File: src/shared/ect_pkg.sv
/*
  Constants for the event counter timer: register offsets, control field
  positions and reset values.
  Assumes a 32-bit AHB-Lite slave with one register per aligned word.
*/
package ect_pkg;
  // ==========================================================
  // Register byte offsets
  localparam logic [7:0] CTRL_OFS = 8'h00;
  localparam logic [7:0] CNT_HI_OFS = 8'h04;
  localparam logic [7:0] CNT_LO_OFS = 8'h08;
  localparam logic [7:0] RLD_HI_OFS = 8'h0c;
  localparam logic [7:0] RLD_LO_OFS = 8'h10;
  localparam logic [7:0] STAT_OFS = 8'h14;
  // ==========================================================
  // Control fields
  localparam int CTRL_EN_BIT = 7;
  localparam int CTRL_POL_BIT = 6;
  localparam int CTRL_MODE_BIT = 0;
  localparam logic MODE_PIN = 1'b0;
  localparam logic MODE_CMP = 1'b1;
  // ==========================================================
  // Reset values and the reload restart value
  localparam logic [7:0] CTRL_RST = 8'h00;
  localparam logic [7:0] CNT_HI_RST = 8'h00;
  localparam logic [7:0] CNT_LO_RST = 8'h01;
  localparam logic [15:0] RLD_RST = 16'hffff;
  localparam logic [15:0] RESTART_VAL = 16'h0001;
  // ==========================================================
  // AHB encodings
  localparam logic [1:0] HTRANS_NONSEQ = 2'b10;
  localparam logic [1:0] HTRANS_SEQ = 2'b11;
endpackage

File: src/hdl/ect_event_counter_timer.sv
/*
  Event counter timer: 16-bit counter advancing on selected edges of an
  external timer input pin or of the on-chip comparator output, with
  reload, output toggle and high-byte-first read latch. AHB-Lite slave.
  Assumes timerIn and cmpOut are asynchronous to clock.
*/
// The address map and the AHB-Lite slave port were left to the implementer.
`timescale 1ns/1ps
module ect_event_counter_timer (
  // Clock and reset
  input wire logic clock,
  input wire logic rst,
  // AHB-Lite slave
  input wire logic hsel,
  input wire logic [31:0] haddr,
  input wire logic [1:0] htrans,
  input wire logic hwrite,
  input wire logic [2:0] hsize,
  input wire logic [31:0] hwdata,
  input wire logic hready,
  output logic hreadyout,
  output logic hresp,
  output logic [31:0] hrdata,
  // Event sources
  input wire logic timerIn,
  input wire logic cmpOut,
  // Timer outputs
  output logic timerOut,
  output logic reloadReq
);
  // ==========================================================
  // Registers
  logic [7:0] ctrl_q;
  logic [15:0] count_q;
  logic [15:0] reload_q;
  logic [7:0] hold_q;
  logic reqSticky_q;
  logic out_q;
  logic [31:0] rdata_q;
  logic enable;
  logic polarity;
  logic modeCmp;
  assign enable = ctrl_q[ect_pkg::CTRL_EN_BIT];
  assign polarity = ctrl_q[ect_pkg::CTRL_POL_BIT];
  assign modeCmp = ctrl_q[ect_pkg::CTRL_MODE_BIT];

  // ==========================================================
  // Bus address phase capture
  logic wrPend_q;
  logic [7:0] wrAddr_q;
  logic active;
  logic rdNow;
  logic wrNow;
  assign active = hsel && hready &&
    (htrans == ect_pkg::HTRANS_NONSEQ || htrans == ect_pkg::HTRANS_SEQ);
  assign rdNow = active && !hwrite;
  assign wrNow = wrPend_q;
  assign hreadyout = 1'b1;
  assign hresp = 1'b0;
  assign hrdata = rdata_q;

  always_ff @(posedge clock) begin
    if (rst) begin
      wrPend_q <= 1'b0;
      wrAddr_q <= 8'h00;
    end else begin
      wrPend_q <= active && hwrite;
      if (active) begin
        wrAddr_q <= haddr[7:0];
      end
    end
  end

  // ==========================================================
  // Input synchronisers and edge detection
  logic [1:0] pinSync_q;
  logic [1:0] cmpSync_q;
  logic srcPrev_q;
  logic src;
  logic edgeHit;
  always_ff @(posedge clock) begin
    if (rst) begin
      pinSync_q <= 2'b00;
      cmpSync_q <= 2'b00;
    end else begin
      pinSync_q <= {pinSync_q[0], timerIn};
      cmpSync_q <= {cmpSync_q[0], cmpOut};
    end
  end
  // Comparator path passes the same two-flop synchroniser as the pin, no prescaler
  assign src = modeCmp ? cmpSync_q[1] : pinSync_q[1];
  always_ff @(posedge clock) begin
    if (rst) begin
      srcPrev_q <= 1'b0;
    end else begin
      srcPrev_q <= src;
    end
  end
  // Polarity 0 rising, 1 falling, for either source
  assign edgeHit = enable && (polarity ? (srcPrev_q && !src) : (!srcPrev_q && src));

  // ==========================================================
  // Counter
  logic atReload;
  logic doReload;
  assign atReload = (count_q == reload_q);
  assign doReload = edgeHit && atReload;
  logic wrCntHi;
  logic wrCntLo;
  assign wrCntHi = wrNow && wrAddr_q == ect_pkg::CNT_HI_OFS;
  assign wrCntLo = wrNow && wrAddr_q == ect_pkg::CNT_LO_OFS;

  always_ff @(posedge clock) begin
    if (rst) begin
      count_q <= {ect_pkg::CNT_HI_RST, ect_pkg::CNT_LO_RST};
    end else if (wrCntHi || wrCntLo) begin
      // Byte writes land directly, no write latch; a racing edge is lost
      if (wrCntHi) begin
        count_q[15:8] <= hwdata[7:0];
      end
      if (wrCntLo) begin
        count_q[7:0] <= hwdata[7:0];
      end
    end else if (doReload) begin
      count_q <= ect_pkg::RESTART_VAL;
    end else if (edgeHit) begin
      count_q <= count_q + 16'h0001;
    end
  end

  // ==========================================================
  // Timer output and reload request
  always_ff @(posedge clock) begin
    if (rst) begin
      out_q <= 1'b0;
    end else if (!enable) begin
      out_q <= polarity;
    end else if (doReload) begin
      out_q <= !out_q;
    end
  end
  assign timerOut = out_q;

  logic clrReq;
  assign clrReq = wrNow && wrAddr_q == ect_pkg::STAT_OFS && hwdata[0];
  always_ff @(posedge clock) begin
    if (rst) begin
      reqSticky_q <= 1'b0;
    end else if (doReload) begin
      reqSticky_q <= 1'b1;
    end else if (clrReq) begin
      reqSticky_q <= 1'b0;
    end
  end
  assign reloadReq = reqSticky_q;

  // ==========================================================
  // Control and reload registers
  always_ff @(posedge clock) begin
    if (rst) begin
      ctrl_q <= ect_pkg::CTRL_RST;
      reload_q <= ect_pkg::RLD_RST;
    end else if (wrNow) begin
      if (wrAddr_q == ect_pkg::CTRL_OFS) begin
        ctrl_q <= hwdata[7:0];
      end
      if (wrAddr_q == ect_pkg::RLD_HI_OFS) begin
        reload_q[15:8] <= hwdata[7:0];
      end
      if (wrAddr_q == ect_pkg::RLD_LO_OFS) begin
        reload_q[7:0] <= hwdata[7:0];
      end
    end
  end

  // ==========================================================
  // Read path with high-first latch
  always_ff @(posedge clock) begin
    if (rst) begin
      hold_q <= 8'h00;
    end else if (rdNow && enable && haddr[7:0] == ect_pkg::CNT_HI_OFS) begin
      hold_q <= count_q[7:0];
    end
  end

  always_ff @(posedge clock) begin
    if (rst) begin
      rdata_q <= 32'h0000_0000;
    end else if (rdNow) begin
      case (haddr[7:0])
        ect_pkg::CTRL_OFS: rdata_q <= {24'h00_0000, ctrl_q};
        ect_pkg::CNT_HI_OFS: rdata_q <= {24'h00_0000, count_q[15:8]};
        ect_pkg::CNT_LO_OFS: begin
          // Enabled reads see the latched byte so hi/lo pair is coherent
          rdata_q <= {24'h00_0000, enable ? hold_q : count_q[7:0]};
        end
        ect_pkg::RLD_HI_OFS: rdata_q <= {24'h00_0000, reload_q[15:8]};
        ect_pkg::RLD_LO_OFS: rdata_q <= {24'h00_0000, reload_q[7:0]};
        ect_pkg::STAT_OFS: rdata_q <= {30'h0, out_q, reqSticky_q};
        default: rdata_q <= 32'h0000_0000;
      endcase
    end
  end
endmodule

File: config.mk
export PLATFORM = sky130hd
export DESIGN_NAME = ect_event_counter_timer
export DESIGN_NICKNAME = d
export VERILOG_FILES = /design/src/shared/ect_pkg.sv /design/src/hdl/ect_event_counter_timer.sv
export SDC_FILE = /design/constraint.sdc
export NUM_CORES = 1
export LEC_CHECK = 0
export BUFFER_PORTS_ARGS = -buffer_cell sky130_fd_sc_hd__buf_2
export CORE_UTILIZATION = 39
export CTS_CLUSTER_DIAMETER = 120
export CTS_CLUSTER_SIZE = 10
export DETAILED_ROUTE_END_ITERATION = 12
export HOLD_SLACK_MARGIN = 0.02
export SLEW_MARGIN = 20
export SYNTH_ARGS = -nofsm -noshare
export SYNTH_HDL_FRONTEND = slang
export SYNTH_SLANG_ARGS = --single-unit
File: constraint.sdc
create_clock -name clock -period 2.2 [get_ports clock]
set_input_delay 0.11 -clock clock [delete_from_list [all_inputs] [get_ports clock]]
set_output_delay 0.11 -clock clock [all_outputs]
set_load 0.05 [all_outputs]
==> impl_metrics.py <==
metrics = {
    "synth": {
        "ys_ff_latch": 72,
        "yosysSeqAreaShare_pct": 35.2,
        "syn-cell-area_um2": 4100,
        "yosysWarnings": 0,
        "synth_cells": 497,
        "synth_flop_cell": "dfxtp_1",
        "avgSynthCellArea_um2": 8.24,
        "synth_cell_types": 56,
        "synth_enable_flop_cells": 0,
        "async_flop_share_pct": 0,
    },
    "timing": {
        "slew_viol_final": 0,
        "setup_viol": 0,
        "hold_viol_final": 0,
        "tightest_slew_ns": 0.839,
        "max_freq_mhz": 457,
        "fin_crit_sh_pct": 99.5,
        "finClkSkew_ns": 0.0155,
        "hold_ws_ns": 0.0336,
        "relSlewSlack_pct": 44.0,
        "min_period_ns": 2.19,
        "rsz0062_at_grt": "true",
    },
    "setup_path": {
        "crit_slowest_cell": "or4_4",
        "cpPeakStageDelay_ns": 0.62,
        "crit_chain": "or4_4 -> or4_4 -> nor2_8 -> nor2b_1 -> a211o_2",
        "path_class": "reg -> reg",
        "start_kind": "flop",
        "critPathBufInv": 0,
        "cp_max_fo": 8,
        "critPathCaptureType": "flop",
        "arrival_ns": 2.44,
        "path_common_cell": "or4_4",
        "reg2regPathDepth": 5,
        "required_ns": 2.45,
        "r2r_slack_ns": 0.01,
        "timing.rr.start": "wrAddr_q[7]",
        "crit_family": "simple AND/OR/NAND/NOR gates",
        "r2r-end": "reload_q[1]",
    },
    "power": {
        "ir_worst_vdd_mv": 0.258,
        "p_total_uw": 2760,
        "power.leakage_uw": 0.00180,
        "power_density_nw_per_um2": 585,
    },
    "final_layout": {
        "fillers": 1055,
        "finalNetCount": 624,
        "final_layout_size_suffix_gt1_share_pct": 20.7,
        "n_antenna_cell": 0,
        "area_growth_pct": 15.2,
        "post-route-util_pct": 45.9,
    },
    "global_routing": {
        "overflow": 0,
        "grt_max_degree": 49,
        "use_met3_pct": 2.63,
        "antenna_found_initial": 0,
        "grt_pass1_wl_mm": 18.7,
        "grt-busiest-layer": "met2",
        "grt_util_met1_pct": 31.7,
        "grtUsageTotal_pct": 22.6,
        "grt_pass1_vias": 3439,
        "met2_usage_pct": 35.0,
    },
    "run": {
        "drv_cap": 0,
    },
    "status": {
        "status": "finished, final reports clean",
    },
    "cts": {
        "clkLatencyLatePin_ns": 0.37,
        "path_clk_slew_ns": 0.09,
        "cts_tree": "built",
        "cts_root_buf": "clkbuf_8",
        "numCtsBuffers": 9,
        "htree_levels": 3,
        "clockBufferDepth": 2,
        "clock_sink_count": 72,
    },
    "floorplan": {
        "num_io_pins": 112,
        "dieArea_um2": 10900,
        "start_util_pct": 39.9,
        "die_h_um": 105,
        "core_um2": 10300,
        "chipWidth_um": 105,
        "rows": 37,
    },
    "detailed_routing": {
        "routed_via_density": 5.58,
        "drt-total-wl_mm": 12.0,
        "ant_nets": 0,
        "remaining_drc_errors": 0,
        "num_vias": 3839,
        "wl_per_cell_um": 17.5,
        "dr.pass1.iters": 5,
        "drt_iter0_markers": 256,
    },
    "placement": {
        "portBuffers": 33,
        "dp_hpwl_mm": 8.59,
        "place_congestion": 0.892,
    },
    "hold_path": {
        "min_path_type": "in -> reg",
        "hold_end": "wrAddr_q[6]",
        "worstHoldPathCells": 3,
        "min_from": "haddr[6]",
    },
}
==> cell usage in the layout (no fill, tap or decap), types with 3 or more instances in the layout <==
cell           netlist  routed
and2_1               5       5
inv_1                3       3
nor4_1               5       4
nand2b_1             6       6
a31oi_1              5       5
nand2_1             58      57
dlygate4sd3_1        0       3
nor3b_1              5       5
o21ai_0             19      18
clkbuf_8             0       9
nor2b_1             14      14
a22o_1              10      10
a221oi_1             4       4
xnor2_1             18      18
and3_1              17      17
dfxtp_1             72      70
buf_4               26      39
nor3_1               7       6
mux2i_1             28      28
nand3_1             18      18
nand4_1             10      10
a211o_1             10      10
nor4b_1              3       3
a211o_2              6       6
or4_4                2       3
nor2_1              36      35
conb_1               2      26
a21oi_1             30      28
a22oi_1             12      12
buf_2                8      33
==> through the flow <==
step / std cells / instance area [um2] / setup TNS (ns) / worst slack [ns]
after CTS: 684 / 4660 / 0 / 0.00192
after floorplan: 521 / 4190 / 0 / 0.125
after global placement: 665 / 4440 / 0 / 0.0180
final: 688 / 4720 / 0 / 0.0104
after global routing: 688 / 4720 / -0.0864 / -0.0284
after detailed placement: 665 / 4440 / -0.0261 / -0.0157
==> flip-flops by register name (all words and copies together) (netlist names), 2 cells and up <==
signal	flops
count_q	16
reload_q	16
ctrl_q	8
hold_q	8
hrdata	8
wrAddr_q	8
cmpSync_q	2
pinSync_q	2
==> Yosys cell counts (3+ instances only) <==
| cell | number | area (um2) |
|---|---|---|
| a211o_1 | 10 | 87.6 |
| clkbuf_1 | 23 | 86.3 |
| dfxtp_1 | 72 | 1440 |
| buf_4 | 26 | 195 |
| nor3_1 | 7 | 35.0 |
| nand2_1 | 58 | 218 |
| inv_1 | 3 | 11.3 |
| nor2b_1 | 14 | 87.6 |
| nand2b_1 | 6 | 37.5 |
| nor2_1 | 36 | 135 |
| nor3b_1 | 5 | 37.5 |
| buf_2 | 8 | 40.0 |
| a22o_1 | 10 | 87.6 |
| o21ai_0 | 19 | 95.1 |
| a211o_2 | 6 | 60.1 |
| nand3_1 | 18 | 90.1 |
| a21oi_1 | 30 | 150 |
| nand4_1 | 10 | 62.6 |
| xnor2_1 | 18 | 158 |
| and3_1 | 17 | 106 |
| nor4b_1 | 3 | 26.3 |
| mux2i_1 | 28 | 280 |
| and2_1 | 5 | 31.3 |
| a31oi_1 | 5 | 31.3 |
| a22oi_1 | 12 | 90.1 |
| a221oi_1 | 4 | 35.0 |
| nor4_1 | 5 | 31.3 |
==> worst max path at each step <==
stage / from / to / slack (ns) / depth (start not counted)
floorplan: wrAddr_q[7] / reload_q[6] / 0.12 / 6
global placement: wrAddr_q[7] / count_q[11] / 0.02 / 5
detailed placement: wrAddr_q[7] / count_q[7] / -0.02 / 7
CTS: wrAddr_q[7] / count_q[13] / 0.002 / 6
global route: wrAddr_q[7] / reload_q[2] / -0.03 / 5
finish: wrAddr_q[7] / reload_q[1] / 0.01 / 5
==> report_power, final <==
group          switching, uW  total, uW  leakage, uW  internal (uW)
logic                    273        397      0.00113            125
clock network            573        992    0.0000862            419
registers               36.6       1370     0.000585           1340
==> worst register-to-register path: stages, from the launching register on <==
cell and delay, ns:
dfxtp_2 0.33, or4_4 0.58, or4_4 0.62, nor2_8 0.19, nor2b_1 0.07, a211o_2 0.30
==> what timing repair did <==
action | 4_1_cts | 5_1_grt
hold endpoints to repair | 3 | 0
pin swaps | 0 | 5
endpoints found under the setup margin | 3 | 24
buffers inserted | 0 | 3
gates cloned | 0 | 1
hold buffers | 3 | 0
resized for setup | 1 | 10
==> cell families after synthesis <==
| family | Yosys count | share of synthesized area (%) |
|---|---|---|
| AO/OA/AOI/OAI | 112 | 18.9 |
| flip-flops | 72 | 35.2 |
| XOR/XNOR | 18 | 3.85 |
| other | 2 | 0.183 |
| multiplexers | 28 | 6.84 |
| AND/OR/NAND/NOR | 200 | 26.0 |
| adder cells (fa/ha/maj) | 1 | 0.305 |
| buffers and inverters | 64 | 8.79 |
==> layout make-up <==
type                            instances  area, um2  share of cell area (%)
Clock inverter                          7       55.1                    1.17
Inverter                                3       11.3                   0.239
Tap cell                              136        170                    3.61
Multi-Input combinational cell        386       2430                    51.4
Timing Repair Buffer                   75        488                    10.3
Sequential cell                        72       1440                    30.6
Clock buffer                            9        124                    2.62
==> metal layers <==
layer	wire, um	up-vias	share of wire [%]
li1	-	1841	-
met1	5510	1810	46
met2	5370	163	45
met3	817	25	6.8
met4	328	0	2.7
met5	0	-	0
No activity file was read; power rests on OpenSTA's default activity.
